File: config.mk
export PLATFORM = sky130hd
export DESIGN_NAME = bus_strobe_wait
export DESIGN_NICKNAME = d
export VERILOG_FILES = /design/src/core/bus_strobe_pkg.sv /design/src/core/timeout_detect.sv /design/src/core/bus_strobe_wait.sv
export VERILOG_INCLUDE_DIRS = /design/src /design/src/core
export SDC_FILE = /design/constraint.sdc
export NUM_CORES = 1
export LEC_CHECK = 0
export ABC_AREA = 1
export BUFFER_PORTS_ARGS = -buffer_cell sky130_fd_sc_hd__buf_2
export CORE_ASPECT_RATIO = 1.2
export CORE_UTILIZATION = 52
export CTS_BUF_LIST = sky130_fd_sc_hd__clkbuf_8
export DETAILED_ROUTE_END_ITERATION = 12
export GPL_TIMING_DRIVEN = 0
export HOLD_SLACK_MARGIN = 0.08
export PLACE_DENSITY = 0.86
export SLEW_MARGIN = 20
export SYNTH_ARGS = -nofsm -noshare
export SYNTH_HDL_FRONTEND = slang
export SYNTH_SLANG_ARGS = --single-unit
File: constraint.sdc
create_clock -name clk_in -period 1.8 [get_ports clk_in]
set_clock_uncertainty 0.1 [all_clocks]
set_input_delay 0.18 -clock clk_in [delete_from_list [all_inputs] [get_ports clk_in]]
set_output_delay 0.18 -clock clk_in [all_outputs]
set_load 0.005 [all_outputs]
File: src/core/bus_strobe_cfg.svh
// timing and fault constants for the bus strobe and wait state block
`ifndef BUS_STROBE_CFG_SVH
`define BUS_STROBE_CFG_SVH
`define TIMEOUT_EDGES 2
`define FAULT_WIDTH 16
`define FAULT_BIT_TIMEOUT 7
`define FAULT_RESET 16'h0000
`define LEVEL_MACHINE_ERROR 4'h1
`endif

File: src/core/bus_strobe_pkg.sv
// types for the bus strobe and wait state block
package bus_strobe_pkg;
	typedef enum logic [2:0] {
		ST_IDLE = 3'b000,
		ST_ADDR = 3'b001,
		ST_STROBE = 3'b010,
		ST_LAST = 3'b011,
		ST_INTERNAL = 3'b100
	} cycle_state_t;
endpackage : bus_strobe_pkg

File: src/core/timeout_detect.sv
// counts falling edges of the timeout clock while a strobe waits on ready
`timescale 1ns/1ns
`default_nettype none
`include "bus_strobe_cfg.svh"
module timeout_detect #(
	parameter int EDGES = `TIMEOUT_EDGES
) (
	input wire logic clk_in,
	input wire logic reset_in,
	input wire logic timeout_clock_in,
	input wire logic waiting_in,
	input wire logic timeout_disable_n_in,
	output logic timeout_out
);
	logic timeout_clock_q;
	logic [3:0] count_q;
	logic fall;
	// ----------------------------------------
	// edge detection
	// ----------------------------------------
	// timeout clock is taken as synchronous, so one register finds its edge
	assign fall = timeout_clock_q & ~timeout_clock_in;
	always_ff @(posedge clk_in) begin
		if (reset_in) begin
			timeout_clock_q <= 1'b0;
		end else begin
			timeout_clock_q <= timeout_clock_in;
		end
	end
	always_ff @(posedge clk_in) begin
		if (reset_in || !waiting_in || !timeout_disable_n_in) begin
			count_q <= 4'h0;
		end else if (fall && count_q < 4'(EDGES)) begin
			count_q <= count_q + 4'h1;
		end
	end
	assign timeout_out = waiting_in && timeout_disable_n_in &&
		fall && (count_q == 4'(EDGES - 1));
	a_disable_blocks: assert property (@(posedge clk_in)
		disable iff (reset_in) !timeout_disable_n_in |-> !timeout_out)
		else $error("timeout raised while disabled");
	a_needs_waiting: assert property (@(posedge clk_in)
		disable iff (reset_in)
		timeout_out |-> waiting_in && $past(waiting_in))
		else $error("timeout without a waiting strobe");
endmodule : timeout_detect
`default_nettype wire

File: src/core/bus_strobe_wait.sv
// machine cycle sequencer: strobes, wait states and bus timeout
`timescale 1ns/1ns
`default_nettype none
`include "bus_strobe_cfg.svh"
// How it works
// - write strobe goes low together with the data strobe on writes
// - write strobe floats in cycles not granted to this processor
// - high ready adds whole clock wait states
// - an external cycle ends once ready is seen low or on a timeout
// - internal cycles ignore ready and never wait
// - ready high over two timeout clock falls with strobe low is a timeout
// - timeout sets the bus timeout bit of the fault register
// - timeout abandons the cycle and returns to idle to wait for the next start
// - unmasked timeout requests level 1 interrupt after the instruction
// - timeout disable input suppresses every timeout fault
// - read strobe low with data strobe, high on the capture edge
// - direction high for reads, low for writes, held all cycle
module bus_strobe_wait
	import bus_strobe_pkg::*;
#(
	parameter int EDGES = `TIMEOUT_EDGES
) (
	input wire logic clk_in,
	input wire logic reset_in,
	input wire logic start_in,
	input wire logic write_in,
	input wire logic internal_in,
	input wire logic granted_in,
	input wire logic instr_end_in,
	input wire logic mask_in,
	input wire logic fault_clear_in,
	input wire logic ready_low_in,
	input wire logic timeout_clock_in,
	input wire logic timeout_disable_n_in,
	output logic busy_out,
	output logic done_out,
	output logic capture_out,
	output logic data_strobe_n_out,
	output logic read_strobe_n_out,
	output logic write_strobe_n_out,
	output logic strobe_oe_out,
	output logic direction_select_out,
	output logic [`FAULT_WIDTH-1:0] fault_out,
	output logic irq_req_out,
	output logic [3:0] irq_level_out
);
	cycle_state_t state_q;
	logic write_q;
	logic ds_n_q;
	logic rd_n_q;
	logic wr_n_q;
	logic oe_q;
	logic dir_q;
	logic pend_q;
	logic irq_q;
	logic done_q;
	logic [`FAULT_WIDTH-1:0] fault_q;
	logic waiting;
	logic timeout;
	logic finish;
	// ----------------------------------------
	// timeout detection
	// ----------------------------------------
	// ready seen low ends the cycle normally, so it also clears the count
	assign waiting = (state_q == ST_STROBE) && !ds_n_q && ready_low_in;
	timeout_detect #(.EDGES(EDGES)) timeout_detect_i (
		.clk_in(clk_in),
		.reset_in(reset_in),
		.timeout_clock_in(timeout_clock_in),
		.waiting_in(waiting),
		.timeout_disable_n_in(timeout_disable_n_in),
		.timeout_out(timeout)
	);
	// ready is looked at only in the strobe phase of an external cycle
	assign finish = (state_q == ST_STROBE) && (!ready_low_in || timeout);
	// ----------------------------------------
	// state sequencer
	// ----------------------------------------
	always_ff @(posedge clk_in) begin
		if (reset_in) begin
			state_q <= ST_IDLE;
			write_q <= 1'b0;
		end else begin
			case (state_q)
				ST_IDLE: begin
					if (start_in && internal_in) begin
						state_q <= ST_INTERNAL;
					end else if (start_in && granted_in) begin
						state_q <= ST_ADDR;
						write_q <= write_in;
					end
				end
				ST_ADDR: begin
					state_q <= ST_STROBE;
				end
				ST_STROBE: begin
					if (finish) begin
						state_q <= ST_LAST;
					end else begin
						state_q <= ST_STROBE;
					end
				end
				ST_LAST: begin
					state_q <= ST_IDLE;
				end
				ST_INTERNAL: begin
					state_q <= ST_IDLE;
				end
				default: begin
					state_q <= ST_IDLE;
				end
			endcase
		end
	end
	// ----------------------------------------
	// strobes and direction
	// ----------------------------------------
	always_ff @(posedge clk_in) begin
		if (reset_in) begin
			ds_n_q <= 1'b1;
			rd_n_q <= 1'b1;
			wr_n_q <= 1'b1;
		end else if (state_q == ST_ADDR) begin
			ds_n_q <= 1'b0;
			rd_n_q <= write_q;
			wr_n_q <= ~write_q;
		end else if (finish) begin
			// rising write strobe lets memory latch while data still held
			ds_n_q <= 1'b1;
			rd_n_q <= 1'b1;
			wr_n_q <= 1'b1;
		end
	end
	always_ff @(posedge clk_in) begin
		if (reset_in) begin
			oe_q <= 1'b0;
			dir_q <= 1'b1;
		end else if (state_q == ST_IDLE) begin
			oe_q <= start_in && granted_in && !internal_in;
			dir_q <= !(start_in && granted_in && write_in);
		end else if (state_q == ST_LAST || state_q == ST_INTERNAL) begin
			oe_q <= 1'b0;
			dir_q <= 1'b1;
		end
	end
	always_ff @(posedge clk_in) begin
		if (reset_in) begin
			done_q <= 1'b0;
		end else begin
			done_q <= finish || (state_q == ST_INTERNAL);
		end
	end
	// ----------------------------------------
	// fault register and interrupt request
	// ----------------------------------------
	always_ff @(posedge clk_in) begin
		if (reset_in) begin
			fault_q <= `FAULT_RESET;
		end else if (timeout) begin
			fault_q[`FAULT_BIT_TIMEOUT] <= 1'b1;
		end else if (fault_clear_in) begin
			fault_q <= `FAULT_RESET;
		end
	end
	// the request waits for the instruction boundary, never mid instruction
	always_ff @(posedge clk_in) begin
		if (reset_in) begin
			pend_q <= 1'b0;
			irq_q <= 1'b0;
		end else begin
			if (timeout) begin
				pend_q <= 1'b1;
			end else if (instr_end_in) begin
				pend_q <= 1'b0;
			end
			irq_q <= (pend_q || timeout) && instr_end_in && !mask_in;
		end
	end
	assign busy_out = (state_q != ST_IDLE);
	assign done_out = done_q;
	assign capture_out = finish && !write_q;
	assign data_strobe_n_out = ds_n_q;
	assign read_strobe_n_out = rd_n_q;
	assign write_strobe_n_out = wr_n_q;
	assign strobe_oe_out = oe_q;
	assign direction_select_out = dir_q;
	assign fault_out = fault_q;
	assign irq_req_out = irq_q;
	assign irq_level_out = `LEVEL_MACHINE_ERROR;
	// ----------------------------------------
	// checks
	// ----------------------------------------
	a_write_with_ds: assert property (@(posedge clk_in)
		disable iff (reset_in) !wr_n_q |-> !ds_n_q && write_q)
		else $error("write strobe low without data strobe");
	a_read_with_ds: assert property (@(posedge clk_in)
		disable iff (reset_in) !rd_n_q |-> !ds_n_q && !write_q)
		else $error("read strobe low without data strobe");
	a_float_idle: assert property (@(posedge clk_in)
		disable iff (reset_in)
		state_q == ST_IDLE && !oe_q |-> wr_n_q)
		else $error("write strobe active while not driven");
	a_wait_ready: assert property (@(posedge clk_in)
		disable iff (reset_in)
		state_q == ST_STROBE && ready_low_in && !timeout
		|=> state_q == ST_STROBE)
		else $error("cycle left without ready");
	a_end_ready: assert property (@(posedge clk_in)
		disable iff (reset_in)
		state_q == ST_STROBE && !ready_low_in
		|=> state_q == ST_LAST ##1 state_q == ST_IDLE)
		else $error("cycle not ended after ready");
	a_internal_fast: assert property (@(posedge clk_in)
		disable iff (reset_in)
		state_q == ST_INTERNAL |=> state_q == ST_IDLE && ds_n_q)
		else $error("internal cycle waited");
	a_timeout_fault: assert property (@(posedge clk_in)
		disable iff (reset_in)
		timeout |=> fault_q[`FAULT_BIT_TIMEOUT] && state_q == ST_LAST)
		else $error("timeout not recorded or cycle not ended");
	a_irq_cause: assert property (@(posedge clk_in)
		disable iff (reset_in)
		irq_q |-> $past(instr_end_in) && !$past(mask_in))
		else $error("interrupt without boundary or while masked");
	a_dir_hold: assert property (@(posedge clk_in)
		disable iff (reset_in)
		state_q == ST_STROBE |-> dir_q == !write_q)
		else $error("direction wrong during cycle");
	a_no_timeout_off: assert property (@(posedge clk_in)
		disable iff (reset_in)
		!timeout_disable_n_in |=> !$rose(fault_q[`FAULT_BIT_TIMEOUT]))
		else $error("timeout fault set while disabled");
	// ----------------------------------------
	// checks on the cycle sequence
	// ----------------------------------------
	a_strobe_low: assert property (@(posedge clk_in)
		disable iff (reset_in) state_q == ST_STROBE |-> !ds_n_q)
		else $error("data strobe high in strobe phase");
	a_idle_high: assert property (@(posedge clk_in)
		disable iff (reset_in)
		state_q == ST_IDLE |-> ds_n_q && rd_n_q && wr_n_q)
		else $error("strobe low while idle");
	a_drive_cycle: assert property (@(posedge clk_in)
		disable iff (reset_in)
		state_q inside {ST_ADDR, ST_STROBE, ST_LAST} |-> oe_q)
		else $error("strobes not driven in own cycle");
	a_float_internal: assert property (@(posedge clk_in)
		disable iff (reset_in)
		state_q == ST_INTERNAL |-> !oe_q && ds_n_q)
		else $error("strobes driven in internal cycle");
	a_refuse_ungranted: assert property (@(posedge clk_in)
		disable iff (reset_in)
		state_q == ST_IDLE && start_in && !granted_in && !internal_in
		|=> state_q == ST_IDLE && !oe_q)
		else $error("external cycle started without grant");
	a_take_internal: assert property (@(posedge clk_in)
		disable iff (reset_in)
		state_q == ST_IDLE && start_in && internal_in
		|=> state_q == ST_INTERNAL)
		else $error("internal cycle not taken");
	a_take_external: assert property (@(posedge clk_in)
		disable iff (reset_in)
		state_q == ST_IDLE && start_in && granted_in && !internal_in
		|=> state_q == ST_ADDR && oe_q && dir_q == !write_q)
		else $error("external cycle not taken");
	a_addr_to_strobe: assert property (@(posedge clk_in)
		disable iff (reset_in)
		state_q == ST_ADDR |=> state_q == ST_STROBE && !ds_n_q)
		else $error("strobe phase not entered");
	a_dir_stable: assert property (@(posedge clk_in)
		disable iff (reset_in)
		state_q inside {ST_STROBE, ST_LAST}
		|-> $stable(dir_q) && $stable(write_q))
		else $error("direction moved within cycle");
	a_write_dir: assert property (@(posedge clk_in)
		disable iff (reset_in) !wr_n_q |-> !dir_q && oe_q)
		else $error("write strobe without write direction");
	a_read_dir: assert property (@(posedge clk_in)
		disable iff (reset_in) !rd_n_q |-> dir_q && oe_q)
		else $error("read strobe without read direction");
	a_capture_edge: assert property (@(posedge clk_in)
		disable iff (reset_in) capture_out |=> rd_n_q && ds_n_q)
		else $error("read strobe not raised on capture");
	a_capture_read: assert property (@(posedge clk_in)
		disable iff (reset_in) capture_out |-> !rd_n_q)
		else $error("capture outside a read strobe");
	a_write_rise: assert property (@(posedge clk_in)
		disable iff (reset_in) !wr_n_q && finish |=> wr_n_q)
		else $error("write strobe not raised at cycle end");
	a_last_to_idle: assert property (@(posedge clk_in)
		disable iff (reset_in)
		state_q == ST_LAST |=> state_q == ST_IDLE && !oe_q)
		else $error("strobes still driven after cycle");
	a_dir_release: assert property (@(posedge clk_in)
		disable iff (reset_in) state_q == ST_LAST |=> dir_q && ds_n_q)
		else $error("direction not back to read after cycle");
	a_done_after: assert property (@(posedge clk_in)
		disable iff (reset_in) finish |=> done_q)
		else $error("cycle end not reported");
	a_done_pulse: assert property (@(posedge clk_in)
		disable iff (reset_in) done_q |=> !done_q)
		else $error("done longer than one cycle");
	// ----------------------------------------
	// checks on faults and the request
	// ----------------------------------------
	a_timeout_in_strobe: assert property (@(posedge clk_in)
		disable iff (reset_in)
		timeout |-> state_q == ST_STROBE && !ds_n_q && ready_low_in)
		else $error("timeout outside a waiting strobe");
	a_fault_cause: assert property (@(posedge clk_in)
		disable iff (reset_in)
		$rose(fault_q[`FAULT_BIT_TIMEOUT]) |-> $past(timeout))
		else $error("timeout bit set without timeout");
	a_fault_clear: assert property (@(posedge clk_in)
		disable iff (reset_in)
		fault_clear_in && !timeout |=> fault_q == `FAULT_RESET)
		else $error("fault register not cleared");
	a_irq_unmasked: assert property (@(posedge clk_in)
		disable iff (reset_in)
		timeout && instr_end_in && !mask_in |=> irq_q)
		else $error("request missing at boundary");
	a_irq_pending: assert property (@(posedge clk_in)
		disable iff (reset_in)
		pend_q && instr_end_in && !mask_in |=> irq_q)
		else $error("pending request not raised");
	a_irq_masked: assert property (@(posedge clk_in)
		disable iff (reset_in) mask_in |=> !irq_q)
		else $error("request raised while masked");
	a_pend_clear: assert property (@(posedge clk_in)
		disable iff (reset_in) instr_end_in && !timeout |=> !pend_q)
		else $error("pending request kept past boundary");
endmodule : bus_strobe_wait
`default_nettype wire

Word-level counts from Yosys, hierarchy flattened
Cells that the tools add are included.
{ "totals": {"reg_bits": 18, "inputBits": 12} }
{ "classes": {"n_addsub": 1, "n_lt_le_gt_ge": 1, "eq_ne": 6, "muxes": 16, "bitwise_logic": 4, "n_reduce_logical": 35} }
{ "ops": {"columns": ["operator", "count"], "rows": [
  ["1-bit logical AND", 14],
  ["1-bit 2-to-1 mux", 12],
  ["3-bit one-hot mux with 3 select lines", 1],
  ["1-bit zero test", 8],
  ["8-bit 2-to-1 mux", 1],
  ["2-bit nonzero test", 4],
  ["3-bit by 2-bit == test with 1-bit output, second input constant", 2],
  ["1-bit logical OR", 6],
  ["3-bit 2-to-1 mux", 2],
  ["4-bit by 1-bit adder with 4-bit output, second input constant", 1],
  ["4-bit by 1-bit == test with 1-bit output, second input constant", 1],
  ["4-bit by 2-bit < comparator with 1-bit output, second input constant", 1],
  ["3-bit by 1-bit == test with 1-bit output, second input constant", 1],
  ["3-bit == test, second input constant", 1],
  ["3-bit zero test", 1],
  ["3-bit != test, second input constant", 1],
  ["1-bit NOT", 3],
  ["3-bit AND reduction", 1],
  ["3-bit nonzero test", 1],
  ["1-bit bitwise AND", 1]
]} }

Depth between registers and ports, before layout
{ "depth": {"word_depth": 10, "depth_mapped": 10, "depth_no_buf": 10} }

By module
Synthesis repeated with hierarchy kept, for this count alone.
{ "unflattened": {"hier_cells": 131, "area_unflattened_um2": 944.7} }
{ "modules_own_cells": {"columns": ["mod", "instances", "cells_each", "area_each_um2", "seq_area_each_um2"], "rows": [
  ["bus_strobe_wait", 1, 99, 690.7, 260.2],
  ["timeout_detect", 1, 32, 254.0, 100.1]
]} }

Worst setup path before layout
OpenSTA, ideal clock, no wires.
{ "synth_timing": {"path_type": "register -> output", "start": "register timeout_detect_i.count_q[1]", "end": "output capture_out", "arrival_ns": 0.973, "path_slack_ns": 0.547, "stages_incl_launch_ff": 9, "path_buffers": 0, "path_cell_list": "dfxtp_1 -> inv_1 -> ha_1 -> inv_1 -> nor2_2 -> nand2_2 -> nand2_2 -> nand2_4 -> nor2_1"} }
{ "synth_via": {"elab_chain_cells": 5} }
{ "synth_lines": {"columns": ["element", "line", "rtl"], "rows": [
  ["from (decl)", "timeout_detect.sv:16", "logic [3:0] count_q;"],
  ["from (signal assigned)", "timeout_detect.sv:34", "count_q <= count_q + 4'h1;"],
  ["4-bit by 1-bit == test with 1-bit output", "timeout_detect.sv:38", "fall && (count_q == 4'(EDGES - 1));"],
  ["1-bit logical AND", "timeout_detect.sv:38", null],
  ["1-bit logical OR", "bus_strobe_wait.sv:75", "assign finish = (state_q == ST_STROBE) && (!ready_low_in || timeout);"],
  ["1-bit logical AND", "bus_strobe_wait.sv:75", null],
  ["1-bit logical AND", "bus_strobe_wait.sv:181", "assign capture_out = finish && !write_q;"],
  ["to (decl)", "bus_strobe_wait.sv:37", "output logic capture_out,"]
]} }
Every way passes these cells.

Final worst setup path
Same ends and word-level chain as after synthesis.

==> flow_summary_export.csv <==
group,metric,value,unit
run_status,status,"completed",
clock_network,htreeDepth,1,
place,place_hpwl,1.33,mm
drt,first_pass_iters,4,
sta,finalMaxSlewViolations,0,
clock_network,clk_path_buf_depth,2,
setup_path,path_common_cell,"nand2_2",
sta,fin_crit,1660,ps
synth,synthArstFlopShare,0,%
setup_path,crit_type,"reg2out",
grt,overflow,0,
sta,fin_setup_tns,0,ps
setup_path,worst-path-buf-inv,3,
clock_network,cts_tree,"built",
power,p_leak,0.649,nW
synth,yosys_most_used_dff,"dfxtp_1",
synth,yosysUniqueCellTypes,24,
setup_path,crit_chain,"inv_2 > ha_1 > inv_1 > nor2_2 > nand2_2 > nand2_2 > nand2_4 > nor2_1 > buf_2",
grt,grt_start_max_net_pins,11,
clock_network,clock_latency,260,ps
cells_and_area,final_cell_area,1210,um2
setup_path,worst_ep_arrival_time,1380,ps
sta,max_freq,601,MHz
worst_hold_path,holdCritPathClass,"in2reg",
drt,wl,1.74,mm
sta,period_share,92.4,%
place,gp_congestion,0.687,
cells_and_area,synthToLayoutAreaGrowth,28.6,%
setup_path,timing.critical_path.from,"timeout_detect_i.count_q[1]",
grt,track_usage,20.4,%
setup_path,critical_path.slowest_cell,"dfxtp_1",
cells_and_area,diodes,0,
synth,yosysSeqAreaShare,38.2,%
synth,synth_area_leader_cell,"dfxtp_1",
synth,netlist_top_cells_count,"buf_4, inv_1, dfxtp_1, nand2_1, a21oi_1",
synth,ys.warnings.count,0,
setup_path,endpoint_kind,"output port",
power,ir_worst_vdd,0.608,mV
place,dpl_cell_area,1130,um2
setup_path,reg2reg_from,"timeout_detect_i.count_q[1]",
synth,synthCells,124,
place,numPortBuffers,20,
setup_path,max_stage_delay,330,ps
drt,viasPerCell,4.33,
grt,antenna_found_initial,0,
floorplan,start_util,56.8,%
setup_path,cp_top_family,"simple AND/OR/NAND/NOR gates",
synth,avgSynthCellArea,7.61,um2
clock_network,root_buffer,"clkbuf_8",
grt,grt_pass1_vias,737,
setup_path,cp_max_fo,6,
drt,drcViolationCount,0,
clock_network,clock_sinks,18,
worst_hold_path,holdCritStartpoint,"internal_in",
drt,vias,805,
sta,setup_viol,0,
floorplan,pin_count,41,
synth,syn_area,943,um2
setup_path,worst_ep_required_time,1520,ps
floorplan,die_x,40.9,um
sta,finalHoldViolations,0,
drt,drt_iter0_drc,6,
floorplan,die_y,48.7,um
cells_and_area,drive_gt1_share,39.9,%
flow_run,max-cap-violations,0,
cells_and_area,fin_nets,183,
synth,synth_edf_count,0,
synth,synth.area.top_cells,"dfxtp_1, buf_4, inv_1, nand2_1, a21oi_1",
grt,grt_pass1_wl,2.84,mm
drt,post_drt_wl_per_cell,9.35,um
setup_path,critPathLaunchType,"register",
synth,synth-seq-cells,18,
clock_network,cts.clk_slew.worst_paths,70,ps
synth,synth.top_cell.area_share,38.2,%
clock_network,cts_buffers,3,
floorplan,die_area,1990,um2
drt,drtAntennaViolNets,0,
floorplan,rows,16,
power,cellPowerDensity,798,nW/um2
sta,rsz0062_at_grt,"no",
floorplan,coreArea,1660,um2
metrics by stage:
step	setup slack, ps	total power [mW]	hold slack (ps)	utilization (%)	instances
after global placement	392	0.637	308	68.0	179
after global routing	26.4	1.03	108	73.0	186
final	136	0.969	92.9	73.0	186
after CTS	69.5	0.972	90.3	72.5	185
after floorplan	547	0.591	187	-	141
after detailed placement	366	0.645	311	68.0	179
routing by layer:
metal  GRT usage, %  vias up  share of wire, %  routed length (um)
met5              0        -                 0                   0
met4           8.33        0               2.0                  35
met3           5.96        5               5.5                  95
met2           34.9       27                53                 930
met1           21.4      344                39                 677
li1               -      429                 -                   -
state kept, by name, summed over array words and instances (netlist names):
| signal | flops |
|---|---|
| fault_out | 1 |
| timeout_detect_i.timeout_clock_q | 1 |
| state_q | 3 |
| write_strobe_n_out | 1 |
| irq_req_out | 1 |
| data_strobe_n_out | 1 |
| write_q | 1 |
| direction_select_out | 1 |
| done_out | 1 |
| pend_q | 1 |
| timeout_detect_i.count_q | 4 |
| read_strobe_n_out | 1 |
| strobe_oe_out | 1 |
tightest hold or removal path, stage by stage:
cell,delay [ps]
buf_2,90
nand2_1,80
nor3_1,50
layout make-up:
| cell class | instances | area (um2) |
|---|---|---|
| clock buffer | 4 | 55.1 |
| inverter | 22 | 82.6 |
| tap | 18 | 22.5 |
| fill | 134 | 448 |
| timing repair buffer | 23 | 128 |
| multi-input combinational | 81 | 417 |
| buffer | 20 | 148 |
| sequential | 18 | 362 |
final timing paths:
kind,depth (start not counted),to,slack [ps]
max,9,capture_out,140
min,3,state_q[2],90
max reg2reg,10,read_strobe_n_out,480
min reg2reg,2,timeout_detect_i.count_q[3],340
logic make-up (layout without fill, tap and decap cells):
| logic type | after synthesis | count (layout) | share of synthesized area [%] |
|---|---|---|---|
| compound gates | 17 | 17 | 10.5 |
| fa+ha+maj | 2 | 2 | 2.65 |
| buf+inv | 42 | 69 | 24.4 |
| flops | 18 | 18 | 38.2 |
| other cells | 2 | 19 | 0.796 |
| simple gates | 43 | 43 | 23.5 |
report_power, final:
group	switching [mW]	leakage (nW)	internal [mW]	total (mW)
sequential	0.0179	0.147	0.425	0.443
combinational	0.106	0.473	0.0926	0.199
clock	0.132	0.0288	0.194	0.326
cell usage in the layout (no fill, tap or decap), types with 3 or more instances in the layout:
cell type	count
a21oi_1	10
buf_2	21
buf_4	20
clkbuf_8	4
conb_1	19
dfxtp_1	17
inv_1	18
inv_2	4
nand2_1	17
nand3_1	4
nor2_1	6
nor2_2	5
or2_2	3
repair_timing:
item / CTS / global route
endpoints found under the setup margin: 0 / 1
setup buffers: 0 / 1
hold buffers: 2 / 0
gates resized for setup: 0 / 2
endpoints found under the hold margin: 2 / 0
Note: power is estimated with default switching activity, not from simulation.
